File: src/recorder_pkg.sv
`default_nettype none
package recorder_pkg;
  // Clock and time base
  localparam int CLK_PERIOD_NS  = 8;
  localparam int MS_NS          = 1_000_000;
  localparam int MS_CYCLES      = MS_NS / CLK_PERIOD_NS;
  localparam int RATE_LOW_50_HZ = 1000;
  localparam int RATE_LOW_60_HZ = 1200;
  localparam int RATE_MULT_HIGH = 2;
  localparam int CLK_HZ         = 1_000_000_000 / CLK_PERIOD_NS;
  localparam int SMP_50_CYCLES  = CLK_HZ / RATE_LOW_50_HZ;
  localparam int SMP_60_CYCLES  = CLK_HZ / RATE_LOW_60_HZ;
  localparam int DIV_W          = 17;

  // Channel counts
  localparam int N_BIN = 64;
  localparam int N_ANA = 32;
  localparam int ANA_W = 16;

  // Register map, word index
  localparam logic [3:0] REG_CTRL      = 4'h0;
  localparam logic [3:0] REG_PRE       = 4'h1;
  localparam logic [3:0] REG_POST      = 4'h2;
  localparam logic [3:0] REG_MAX       = 4'h3;
  localparam logic [3:0] REG_STATUS    = 4'h4;
  localparam logic [3:0] REG_IRQ_STAT  = 4'h5;
  localparam logic [3:0] REG_IRQ_MASK  = 4'h6;
  localparam logic [3:0] REG_TIME      = 4'h7;
  localparam logic [3:0] REG_EVT_STAMP = 4'h8;
  localparam logic [3:0] REG_EVT_INFO  = 4'h9;

  // Control field positions
  localparam int CTRL_OPER = 0;
  localparam int CTRL_RATE = 1;
  localparam int CTRL_M60  = 2;

  // Time settings in ms
  localparam int         TW       = 14;
  localparam logic [TW-1:0] WIN_MIN  = 14'd100;
  localparam logic [TW-1:0] WIN_MAX  = 14'd1000;
  localparam logic [TW-1:0] WIN_DEF  = 14'd200;
  localparam logic [TW-1:0] LIM_MIN  = 14'd500;
  localparam logic [TW-1:0] LIM_MAX  = 14'd10000;
  localparam logic [TW-1:0] LIM_DEF  = 14'd1000;

  // Interrupt bits
  localparam int IRQ_W      = 4;
  localparam int IRQ_START  = 0;
  localparam int IRQ_DONE   = 1;
  localparam int IRQ_WARN   = 2;
  localparam int IRQ_LOST   = 3;

  // Event sources and codes
  localparam logic [3:0] SRC_RECORDER = 4'h0;
  localparam logic [3:0] EVC_START    = 4'h1;
  localparam logic [3:0] EVC_DONE     = 4'h2;
  localparam logic [3:0] EVC_WARN     = 4'h3;
  localparam int         EVT_DEPTH    = 16;

  typedef struct packed {
    logic [31:0] stamp;
    logic [3:0]  src;
    logic [3:0]  code;
  } evt_t;

  typedef struct packed {
    logic          oper;
    logic          rate;
    logic          m60;
    logic [TW-1:0] pre;
    logic [TW-1:0] post;
    logic [TW-1:0] lim;
  } settings_t;

  typedef enum logic [2:0] {
    ST_OFF     = 3'b000,
    ST_FILL    = 3'b001,
    ST_ARMED   = 3'b010,
    ST_CAPTURE = 3'b011,
    ST_POST    = 3'b100,
    ST_WARN    = 3'b101
  } rec_state_t;
endpackage : recorder_pkg
`default_nettype wire

File: src/tick_divider.sv
`timescale 1ns/100ps
`default_nettype none
module tick_divider
  import recorder_pkg::*;
#(
  parameter int W = DIV_W
) (
  input  wire logic         clk_sys_i,
  input  wire logic         resetn_i,
  input  wire logic [W-1:0] period_i,
  output logic              tick_o
);
  logic [W-1:0] cnt_ff;
  wire          wrap = (cnt_ff >= period_i - W'(1));

  // One-cycle enable every period_i clocks
  always_ff @(posedge clk_sys_i) begin
    if (!resetn_i) begin
      cnt_ff <= '0;
      tick_o <= 1'b0;
    end else begin
      cnt_ff <= wrap ? '0 : cnt_ff + W'(1);
      tick_o <= wrap;
    end
  end
endmodule : tick_divider
`default_nettype wire

File: src/event_log.sv
`timescale 1ns/100ps
`default_nettype none
module event_log
  import recorder_pkg::*;
#(
  parameter int DEPTH = EVT_DEPTH,
  parameter int AW    = $clog2(DEPTH)
) (
  input  wire logic    clk_sys_i,
  input  wire logic    resetn_i,
  input  wire logic    push_i,
  input  wire evt_t    push_data_i,
  input  wire logic    pop_i,
  output evt_t         head_o,
  output logic [AW:0]  count_o,
  output logic         lost_o
);
  evt_t          mem [DEPTH];
  logic [AW-1:0] wr_ff;
  logic [AW-1:0] rd_ff;
  logic [AW:0]   cnt_ff;
  wire           full  = (cnt_ff == (AW+1)'(DEPTH));
  wire           empty = (cnt_ff == '0);
  wire           do_wr = push_i && !full;
  wire           do_rd = pop_i && !empty;

  assign head_o  = empty ? '0 : mem[rd_ff];
  assign count_o = cnt_ff;
  assign lost_o  = push_i && full;

  always_ff @(posedge clk_sys_i) begin
    if (do_wr) begin
      mem[wr_ff] <= push_data_i;
    end
  end

  always_ff @(posedge clk_sys_i) begin
    if (!resetn_i) begin
      wr_ff  <= '0;
      rd_ff  <= '0;
      cnt_ff <= '0;
    end else begin
      wr_ff  <= wr_ff + AW'(do_wr);
      rd_ff  <= rd_ff + AW'(do_rd);
      cnt_ff <= cnt_ff + (AW+1)'(do_wr) - (AW+1)'(do_rd);
    end
  end
endmodule : event_log
`default_nettype wire

File: src/fault_recorder_ctl.sv
// Chosen here: the strobed register port and the register offsets.
`timescale 1ns/100ps
`default_nettype none
module fault_recorder_ctl
  import recorder_pkg::*;
#(
  parameter bit          DUAL_RATE  = 1'b1,
  parameter int          MS_CNT     = MS_CYCLES,
  parameter int          SMP50_CNT  = SMP_50_CYCLES,
  parameter int          SMP60_CNT  = SMP_60_CYCLES,
  parameter int          NB         = N_BIN,
  parameter int          NA         = N_ANA
) (
  input  wire logic            clk_sys_i,
  input  wire logic            resetn_i,
  input  wire logic [3:0]      addr_i,
  input  wire logic [31:0]     wr_data_i,
  input  wire logic            wr_i,
  input  wire logic            rd_i,
  output logic [31:0]          rd_data_o,
  input  wire logic            capture_trigger_in_i,
  input  wire logic [NB-1:0]   bin_ch_i,
  input  wire logic [NA*ANA_W-1:0] ana_ch_i,
  input  wire logic            evt_i,
  input  wire logic [3:0]      evt_src_i,
  input  wire logic [3:0]      evt_code_i,
  output logic                 sample_valid_o,
  output logic [NB-1:0]        sample_bin_o,
  output logic [NA*ANA_W-1:0]  sample_ana_o,
  output logic                 recording_o,
  output logic                 capture_o,
  output logic                 warning_o,
  output logic                 irq_o
);
  ////////////////////////////////////////////////////////////////////////////
  // Settings registers
  settings_t  set_ff;
  rec_state_t state_ff;
  rec_state_t nxt_state;
  logic [TW-1:0]    phase_ff;
  logic [TW-1:0]    nxt_phase;
  logic             released_ff;
  logic [31:0]      time_ff;
  logic [IRQ_W-1:0] irq_stat_ff;
  logic [IRQ_W-1:0] irq_mask_ff;
  logic             warn_seen_ff;

  function automatic logic [TW-1:0] clamp(input logic [31:0] v,
                                          input logic [TW-1:0] lo,
                                          input logic [TW-1:0] hi);
    if (v < 32'(lo)) begin
      return lo;
    end else if (v > 32'(hi)) begin
      return hi;
    end
    return v[TW-1:0];
  endfunction : clamp

  wire wr_ctrl = wr_i && (addr_i == REG_CTRL);
  wire wr_pre  = wr_i && (addr_i == REG_PRE);
  wire wr_post = wr_i && (addr_i == REG_POST);
  wire wr_max  = wr_i && (addr_i == REG_MAX);
  wire wr_mask = wr_i && (addr_i == REG_IRQ_MASK);
  wire rd_irq  = rd_i && (addr_i == REG_IRQ_STAT);
  wire rd_info = rd_i && (addr_i == REG_EVT_INFO);

  always_ff @(posedge clk_sys_i) begin
    if (!resetn_i) begin
      // Operation off by default
      // Window defaults
      set_ff <= '{oper: 1'b0, rate: 1'b0, m60: 1'b0,
                  pre: WIN_DEF, post: WIN_DEF, lim: LIM_DEF};
    end else begin
      if (wr_ctrl) begin
        set_ff.oper <= wr_data_i[CTRL_OPER];
        // Rate bit only in dual variant
        set_ff.rate <= DUAL_RATE && wr_data_i[CTRL_RATE];
        set_ff.m60  <= wr_data_i[CTRL_M60];
      end
      if (wr_pre) begin
        set_ff.pre <= clamp(wr_data_i, WIN_MIN, WIN_MAX);
      end
      if (wr_post) begin
        set_ff.post <= clamp(wr_data_i, WIN_MIN, WIN_MAX);
      end
      if (wr_max) begin
        set_ff.lim <= clamp(wr_data_i, LIM_MIN, LIM_MAX);
      end
    end
  end

  ////////////////////////////////////////////////////////////////////////////
  // Time base and sample rate
  logic ms_tick;
  logic smp_tick;
  wire [DIV_W-1:0] smp_low = set_ff.m60 ? DIV_W'(SMP60_CNT)
                                        : DIV_W'(SMP50_CNT);
  wire [DIV_W-1:0] smp_per = set_ff.rate
                           ? DIV_W'(smp_low / DIV_W'(RATE_MULT_HIGH))
                           : smp_low;

  tick_divider #(.W(DIV_W)) u_ms_div (
    .clk_sys_i (clk_sys_i),
    .resetn_i  (resetn_i),
    .period_i  (DIV_W'(MS_CNT)),
    .tick_o    (ms_tick)
  );

  tick_divider #(.W(DIV_W)) u_smp_div (
    .clk_sys_i (clk_sys_i),
    .resetn_i  (resetn_i),
    .period_i  (smp_per),
    .tick_o    (smp_tick)
  );

  ////////////////////////////////////////////////////////////////////////////
  // Capture sequence
  // Window sum against limit
  wire [TW:0] win_sum  = {1'b0, set_ff.pre} + {1'b0, set_ff.post};
  wire        set_err  = win_sum > {1'b0, set_ff.lim};
  wire        trig     = capture_trigger_in_i;
  wire        start_ok = set_ff.oper && trig && released_ff;
  wire [TW-1:0] ph_inc = phase_ff + TW'(ms_tick);

  always_comb begin
    nxt_state = state_ff;
    nxt_phase = ph_inc;
    unique case (state_ff)
      ST_OFF: begin
        nxt_phase = '0;
        if (set_ff.oper) begin
          nxt_state = set_err ? ST_WARN : ST_FILL;
        end
      end
      ST_FILL: begin
        if (ph_inc >= set_ff.pre) begin
          nxt_state = ST_ARMED;
        end
      end
      ST_ARMED: begin
        nxt_phase = '0;
        if (start_ok) begin
          nxt_state = ST_CAPTURE;
        end
      end
      // End on trigger drop or limit
      ST_CAPTURE: begin
        if (!trig || ph_inc >= set_ff.lim) begin
          nxt_state = ST_POST;
          nxt_phase = '0;
        end
      end
      ST_POST: begin
        if (ph_inc >= set_ff.post) begin
          nxt_state = ST_FILL;
          nxt_phase = '0;
        end
      end
      ST_WARN: begin
        nxt_phase = '0;
        if (!set_err) begin
          nxt_state = ST_FILL;
        end
      end
      default: begin
        nxt_state = ST_OFF;
        nxt_phase = '0;
      end
    endcase
    if (!set_ff.oper) begin
      nxt_state = ST_OFF;
      nxt_phase = '0;
    end else if (set_err && state_ff != ST_WARN) begin
      nxt_state = ST_WARN;
      nxt_phase = '0;
    end
  end

  wire ev_start = (state_ff != ST_CAPTURE) && (nxt_state == ST_CAPTURE);
  wire ev_done  = (state_ff == ST_POST) && (nxt_state != ST_POST);
  wire ev_warn  = set_err && !warn_seen_ff;
  wire in_rec   = (nxt_state == ST_CAPTURE) || (nxt_state == ST_POST);
  wire sampling = (state_ff != ST_OFF) && (state_ff != ST_WARN);

  always_ff @(posedge clk_sys_i) begin
    if (!resetn_i) begin
      state_ff     <= ST_OFF;
      phase_ff     <= '0;
      released_ff  <= 1'b1;
      warn_seen_ff <= 1'b0;
      time_ff      <= '0;
    end else begin
      state_ff     <= nxt_state;
      phase_ff     <= nxt_phase;
      released_ff  <= ev_start ? 1'b0 : (released_ff || !trig);
      warn_seen_ff <= set_err;
      time_ff      <= time_ff + 32'(ms_tick);
    end
  end

  ////////////////////////////////////////////////////////////////////////////
  // Sample path and status outputs
  always_ff @(posedge clk_sys_i) begin
    if (!resetn_i) begin
      sample_valid_o <= 1'b0;
      sample_bin_o   <= '0;
      sample_ana_o   <= '0;
      recording_o    <= 1'b0;
      capture_o      <= 1'b0;
      warning_o      <= 1'b0;
    end else begin
      sample_valid_o <= smp_tick && sampling;
      if (smp_tick && sampling) begin
        sample_bin_o <= bin_ch_i;
        sample_ana_o <= ana_ch_i;
      end
      recording_o <= in_rec;
      capture_o   <= (nxt_state == ST_CAPTURE);
      warning_o   <= (nxt_state == ST_WARN);
    end
  end

  ////////////////////////////////////////////////////////////////////////////
  // Event log
  evt_t        head;
  logic [$clog2(EVT_DEPTH):0] evt_cnt;
  logic        log_lost;
  wire         int_ev   = ev_start || ev_done || ev_warn;
  wire [3:0]   int_code = ev_start ? EVC_START : (ev_done ? EVC_DONE
                                                          : EVC_WARN);
  wire evt_t   push_evt = int_ev
                        ? evt_t'{stamp: time_ff, src: SRC_RECORDER,
                                 code: int_code}
                        : evt_t'{stamp: time_ff, src: evt_src_i,
                                 code: evt_code_i};
  wire         ext_drop = evt_i && int_ev;

  event_log #(.DEPTH(EVT_DEPTH)) u_log (
    .clk_sys_i   (clk_sys_i),
    .resetn_i    (resetn_i),
    .push_i      (int_ev || evt_i),
    .push_data_i (push_evt),
    .pop_i       (rd_info),
    .head_o      (head),
    .count_o     (evt_cnt),
    .lost_o      (log_lost)
  );

  ////////////////////////////////////////////////////////////////////////////
  // Interrupts and read port
  wire [IRQ_W-1:0] irq_set = {log_lost || ext_drop, ev_warn, ev_done,
                              ev_start};
  wire [IRQ_W-1:0] nxt_irq = (rd_irq ? '0 : irq_stat_ff) | irq_set;

  wire [31:0] rd_mux =
      (addr_i == REG_CTRL)      ? 32'({set_ff.m60, set_ff.rate,
                                       set_ff.oper}) :
      (addr_i == REG_PRE)       ? 32'(set_ff.pre) :
      (addr_i == REG_POST)      ? 32'(set_ff.post) :
      (addr_i == REG_MAX)       ? 32'(set_ff.lim) :
      (addr_i == REG_STATUS)    ? 32'({evt_cnt, set_err, released_ff,
                                       state_ff}) :
      (addr_i == REG_IRQ_STAT)  ? 32'(irq_stat_ff) :
      (addr_i == REG_IRQ_MASK)  ? 32'(irq_mask_ff) :
      (addr_i == REG_TIME)      ? time_ff :
      (addr_i == REG_EVT_STAMP) ? head.stamp :
      (addr_i == REG_EVT_INFO)  ? 32'({head.src, head.code}) :
                                  32'h0000_0000;

  always_ff @(posedge clk_sys_i) begin
    if (!resetn_i) begin
      irq_stat_ff <= '0;
      irq_mask_ff <= '0;
      irq_o       <= 1'b0;
      rd_data_o   <= '0;
    end else begin
      irq_stat_ff <= nxt_irq;
      if (wr_mask) begin
        irq_mask_ff <= wr_data_i[IRQ_W-1:0];
      end
      irq_o     <= |(nxt_irq & (wr_mask ? wr_data_i[IRQ_W-1:0]
                                        : irq_mask_ff));
      rd_data_o <= rd_i ? rd_mux : 32'h0000_0000;
    end
  end
endmodule : fault_recorder_ctl
`default_nettype wire

File: config.mk
export PLATFORM = sky130hd
export DESIGN_NAME = fault_recorder_ctl
export DESIGN_NICKNAME = d
export VERILOG_FILES = /design/src/recorder_pkg.sv /design/src/tick_divider.sv /design/src/event_log.sv /design/src/fault_recorder_ctl.sv
export SDC_FILE = /design/constraint.sdc
export NUM_CORES = 2
export LEC_CHECK = 0
export ABC_AREA = 1
export BUFFER_PORTS_ARGS = -buffer_cell sky130_fd_sc_hd__clkbuf_2
export CAP_MARGIN = 10
export CORE_AREA = 2 2 477 479
export DETAILED_ROUTE_END_ITERATION = 8
export DIE_AREA = 0 0 479 481
export PLACE_DENSITY = 0.41
export SLEW_MARGIN = 10
export SYNTH_ARGS = -nofsm -noshare
export SYNTH_HDL_FRONTEND = slang
export SYNTH_SLANG_ARGS = --single-unit
export TNS_END_PERCENT = 20
File: constraint.sdc
create_clock -name clk_sys_i -period 6.4 [get_ports clk_sys_i]
set_input_delay 1.6 -clock clk_sys_i [delete_from_list [all_inputs] [get_ports clk_sys_i]]
set_output_delay 1.6 -clock clk_sys_i [all_outputs]
set_load 0.01 [all_outputs]
==> impl_summary.log <==
INFO  metric clkTransAtPathRegs = 0.05 ns
INFO  metric critical-path-slowest-cell = sky130_fd_sc_hd__buf_4
INFO  metric netlist-cell-type-count = 52
INFO  metric yosysSeqAreaShare = 0.6155
INFO  metric grt_pass1_wl = 471900 um
INFO  metric final_critical_path_setup_slack = 0.7865 ns
INFO  metric postCtsSetupBuffers = 0
INFO  metric finalCoreUtilization = 0.3193
INFO  metric run_status = finished, final reports clean
INFO  metric grt_start_max_net_pins = 199
INFO  metric synth-main-ff-cell = sky130_fd_sc_hd__dfxtp_1
INFO  metric finalMaxSlewViolations = 0
INFO  metric power.sequential.fraction = 0.459
INFO  metric synth_enable_flop_cells = 640
INFO  metric clkPwrFrac = 0.476
INFO  metric vias_in_the_first_global_route = 47430
INFO  metric timing_worst_slew_pin_value = 1.457 ns
INFO  metric cts-htree-levels = 4
INFO  metric initial_core_util = 0.2487
INFO  metric rsz_0062_raised_after_global_routing = false
INFO  metric p_leak = 28.39 nW
INFO  metric p_comb_frac = 0.066
INFO  metric worst_setup_path_end_kind = register
INFO  metric arrival_time_reported_for_the_critical_path_endpoint = 6.09 ns
INFO  metric port_buffers = 1238
INFO  metric p_switching = 5.271 mW
INFO  metric postLayoutCellArea = 72090 um2
INFO  metric timing.critical_path.required = 6.87 ns
INFO  metric floorplan.core_area = 225700 um2
INFO  metric drt_drc_violations_left = 0
INFO  metric insertion_delay = 0.86 ns
INFO  metric powerDensity = 289.5 nW/um2
INFO  metric detailed_place.area = 66220 um2
INFO  metric final_cell_mix = sky130_fd_sc_hd__clkbuf_2 (1237), sky130_fd_sc_hd__o21ai_0 (958), sky130_fd_sc_hd__inv_1 (863)
INFO  metric timing.final.crit_period = 5.613 ns
INFO  metric number_of_buffers_created_by_cts = 172
INFO  metric synthArstFlopShare = 0
INFO  metric cpPeakStageDelay = 0.46 ns
INFO  metric gpl.final_weighted_congestion = 1.072
INFO  metric row_count = 175
INFO  metric fmax = 178.1 MHz
INFO  metric maximum_fanout_along_the_worst_path = 25
INFO  metric via_count = 49640
INFO  metric num-fill-cells = 23860
INFO  metric mapped_area = 56140 um2
INFO  metric setup.worst_path.class = reg2reg
INFO  metric postSynthAreaPerCell = 9.543 um2
INFO  metric timing.critical_path.from_type = register
INFO  metric detailedPlace.worstSlack = 0.7691 ns
INFO  metric final_nets = 7818
INFO  metric holdCritPathClass = reg2reg
INFO  metric final_total_negative_setup_slack = 0 ns
INFO  metric flow.area_growth_from_synthesis = 28.40%
INFO  metric initialDrtViolationCount = 4478
INFO  metric fin_worst_skew = 0.06402 ns
INFO  metric synth-seq-cells = 1406
INFO  metric synthesis.nets = 6619
INFO  metric dp_cells = 9917
INFO  metric report.final.setup_viol = 0
INFO  metric drt-wirelength-per-cell = 36.00 um
INFO  metric die_area = 230400 um2
INFO  metric drv_cap = 0
INFO  metric antenna_found_initial = 246
INFO  metric cpMostUsedCell = sky130_fd_sc_hd__nand2_1
INFO  metric internal_dissipation = 15.60 mW
INFO  metric boundaryPins = 1239
INFO  metric first_pass_iters = 6
INFO  metric ir_drop = 0.2419 mV
INFO  metric routed_wirelength = 371000 um
INFO  metric timing.slew.headroom = 0.01813
INFO  metric cts.path.max_buffers = 3
INFO  metric drive_above_1_share = 0.2317
INFO  metric total_power = 20.87 mW
INFO  metric final_hold_vios = 0
INFO  metric ctsRootBufferMaster = sky130_fd_sc_hd__clkbuf_16
INFO  metric numClockSinks = 1406
INFO  metric gr-usage-all-layers = 0.3117
INFO  metric cts.hold.buffers_added = 0
INFO  metric ant_nets = 0
INFO  metric route.detailed.vias_per_inst = 4.818
INFO  metric synthCells = 5883
INFO  metric fin_worst_hold_slack = 0.4420 ns
INFO  metric die_x = 479 um
INFO  metric layout_commonest_cell = sky130_fd_sc_hd__clkbuf_2
INFO  metric period_share = 0.8771
INFO  metric ys_warn_count = 0
INFO  metric globalRouteOverflowTotal = 0
INFO  metric postCtsResizedCells = 0
INFO  metric fin_cells = 10300
INFO  metric p_sw_frac = 0.2526
INFO  metric tritoncts = built
INFO  metric chip_height = 481 um
INFO  metric hpwlAfterDp = 301100 um
[power groups by stage]
stage | clock network (mW) | registers [mW] | logic, mW
floorplan | 0 | 9.76 | 0.569
global placement | 0 | 9.76 | 1.36
detailed placement | 0 | 9.76 | 1.36
CTS | 10.2 | 9.57 | 1.37
global route | 10.5 | 9.58 | 1.47
finish | 9.93 | 9.57 | 1.38
[worst paths after layout]
check                         start           endpoint  slack [ns]  cells after the start
setup / recovery    u_ms_div.tick_o    u_log.mem[2][7]        0.79                     30
hold reg to reg   sample_ana_o[236]  sample_ana_o[236]        0.44                      2
setup reg to reg    u_ms_div.tick_o    u_log.mem[2][7]        0.79                     30
hold / removal    sample_ana_o[236]  sample_ana_o[236]        0.44                      2
[layer usage]
layer	track usage	wire [um]	share of wire
met1	0.3580	141900	0.38
met2	0.4790	165300	0.45
met3	0.09612	28500	0.077
met4	0.2514	34690	0.094
met5	0.004350	598	0.0016
[layout make-up]
cell class              instances  area, um2  area share
clock inverters                65      774.5     0.01074
repair buffers               1374       7490      0.1039
inverters                     872       3282     0.04553
multi-input cells            3256      17120      0.2375
clock buffers                 249       4908     0.06809
diodes                         73      182.7    0.002534
well taps                    3009       3765     0.05223
flip-flops and latches       1406      34560      0.4795
[logic make-up (layout without fill, tap and decap cells)]
family                     count (synthesis)  count (layout)  share of synthesized area
adders and majority gates                110             110                    0.02478
buffers and inverters                   1221            2560                    0.08217
xor gates and xnor gates                  44              44                   0.006864
DFF                                     1406            1406                     0.6155
other                                      0              73                          0
AOI/OAI and AO/OA                       1961            1961                     0.1870
and+or+nand+nor                         1141            1141                    0.08375
[Yosys cell counts, types with 3 or more instances]
| cell type | number | share of area |
|---|---|---|
| sky130_fd_sc_hd__o21bai_1 | 4 | 0.00053 |
| sky130_fd_sc_hd__buf_2 | 24 | 0.0021 |
| sky130_fd_sc_hd__a22oi_1 | 4 | 0.00053 |
| sky130_fd_sc_hd__nand3_1 | 88 | 0.0078 |
| sky130_fd_sc_hd__a211oi_1 | 5 | 0.00067 |
| sky130_fd_sc_hd__o221ai_1 | 76 | 0.012 |
| sky130_fd_sc_hd__nor2_4 | 4 | 0.00080 |
| sky130_fd_sc_hd__edfxtp_1 | 640 | 0.34 |
| sky130_fd_sc_hd__dfxtp_1 | 766 | 0.27 |
| sky130_fd_sc_hd__o21a_1 | 8 | 0.0011 |
| sky130_fd_sc_hd__nand2_1 | 380 | 0.025 |
| sky130_fd_sc_hd__a31oi_1 | 3 | 0.00033 |
| sky130_fd_sc_hd__clkinv_1 | 5 | 0.00033 |
| sky130_fd_sc_hd__a41oi_1 | 6 | 0.00094 |
| sky130_fd_sc_hd__inv_1 | 866 | 0.058 |
| sky130_fd_sc_hd__or2_2 | 4 | 0.00045 |
| sky130_fd_sc_hd__buf_1 | 18 | 0.0012 |
| sky130_fd_sc_hd__xor2_1 | 30 | 0.0047 |
| sky130_fd_sc_hd__nor4_1 | 14 | 0.0016 |
| sky130_fd_sc_hd__o2111ai_1 | 4 | 0.00062 |
| sky130_fd_sc_hd__nor2_1 | 554 | 0.037 |
| sky130_fd_sc_hd__o21ai_0 | 997 | 0.089 |
| sky130_fd_sc_hd__o211ai_1 | 74 | 0.0099 |
| sky130_fd_sc_hd__o22ai_1 | 69 | 0.0077 |
| sky130_fd_sc_hd__nand4_1 | 24 | 0.0027 |
| sky130_fd_sc_hd__ha_1 | 108 | 0.024 |
| sky130_fd_sc_hd__and2_1 | 5 | 0.00056 |
| sky130_fd_sc_hd__a21oi_1 | 701 | 0.062 |
| sky130_fd_sc_hd__clkbuf_1 | 307 | 0.021 |
| sky130_fd_sc_hd__nor3_1 | 43 | 0.0038 |
| sky130_fd_sc_hd__xnor2_1 | 14 | 0.0022 |
| sky130_fd_sc_hd__nand3_2 | 3 | 0.00053 |
| sky130_fd_sc_hd__nor2_2 | 4 | 0.00045 |
| sky130_fd_sc_hd__nor3b_1 | 9 | 0.0012 |
[critical path, delay by kind of cell, from the launching register on]
family,cells,cell delay (ns)
AND/OR/NAND/NOR,20,2.91
AO/OA/AOI/OAI,1,0.17
XOR/XNOR,1,0.19
adder cells (fa/ha/maj),3,0.65
flip-flops,1,0.34
buffers and inverters,5,0.97
[state kept, by name, indices dropped and copies added (netlist names)]
signal and flops:
irq_stat_ff 4, u_log.rd_ff 4, u_smp_div.tick_o 1, recording_o 1, released_ff 1, warn_seen_ff 1
u_ms_div.cnt_ff 17, sample_ana_o 512, set_ff 45, sample_valid_o 1, rd_data_o 32, irq_mask_ff 4
warning_o 1, u_log.count_o 5, u_ms_div.tick_o 1, u_log.mem 640, phase_ff 14, u_smp_div.cnt_ff 17
irq_o 1, u_log.wr_ff 4, time_ff 32, capture_o 1, sample_bin_o 64, state_ff 3
No activity file was read; power rests on OpenSTA's default activity.
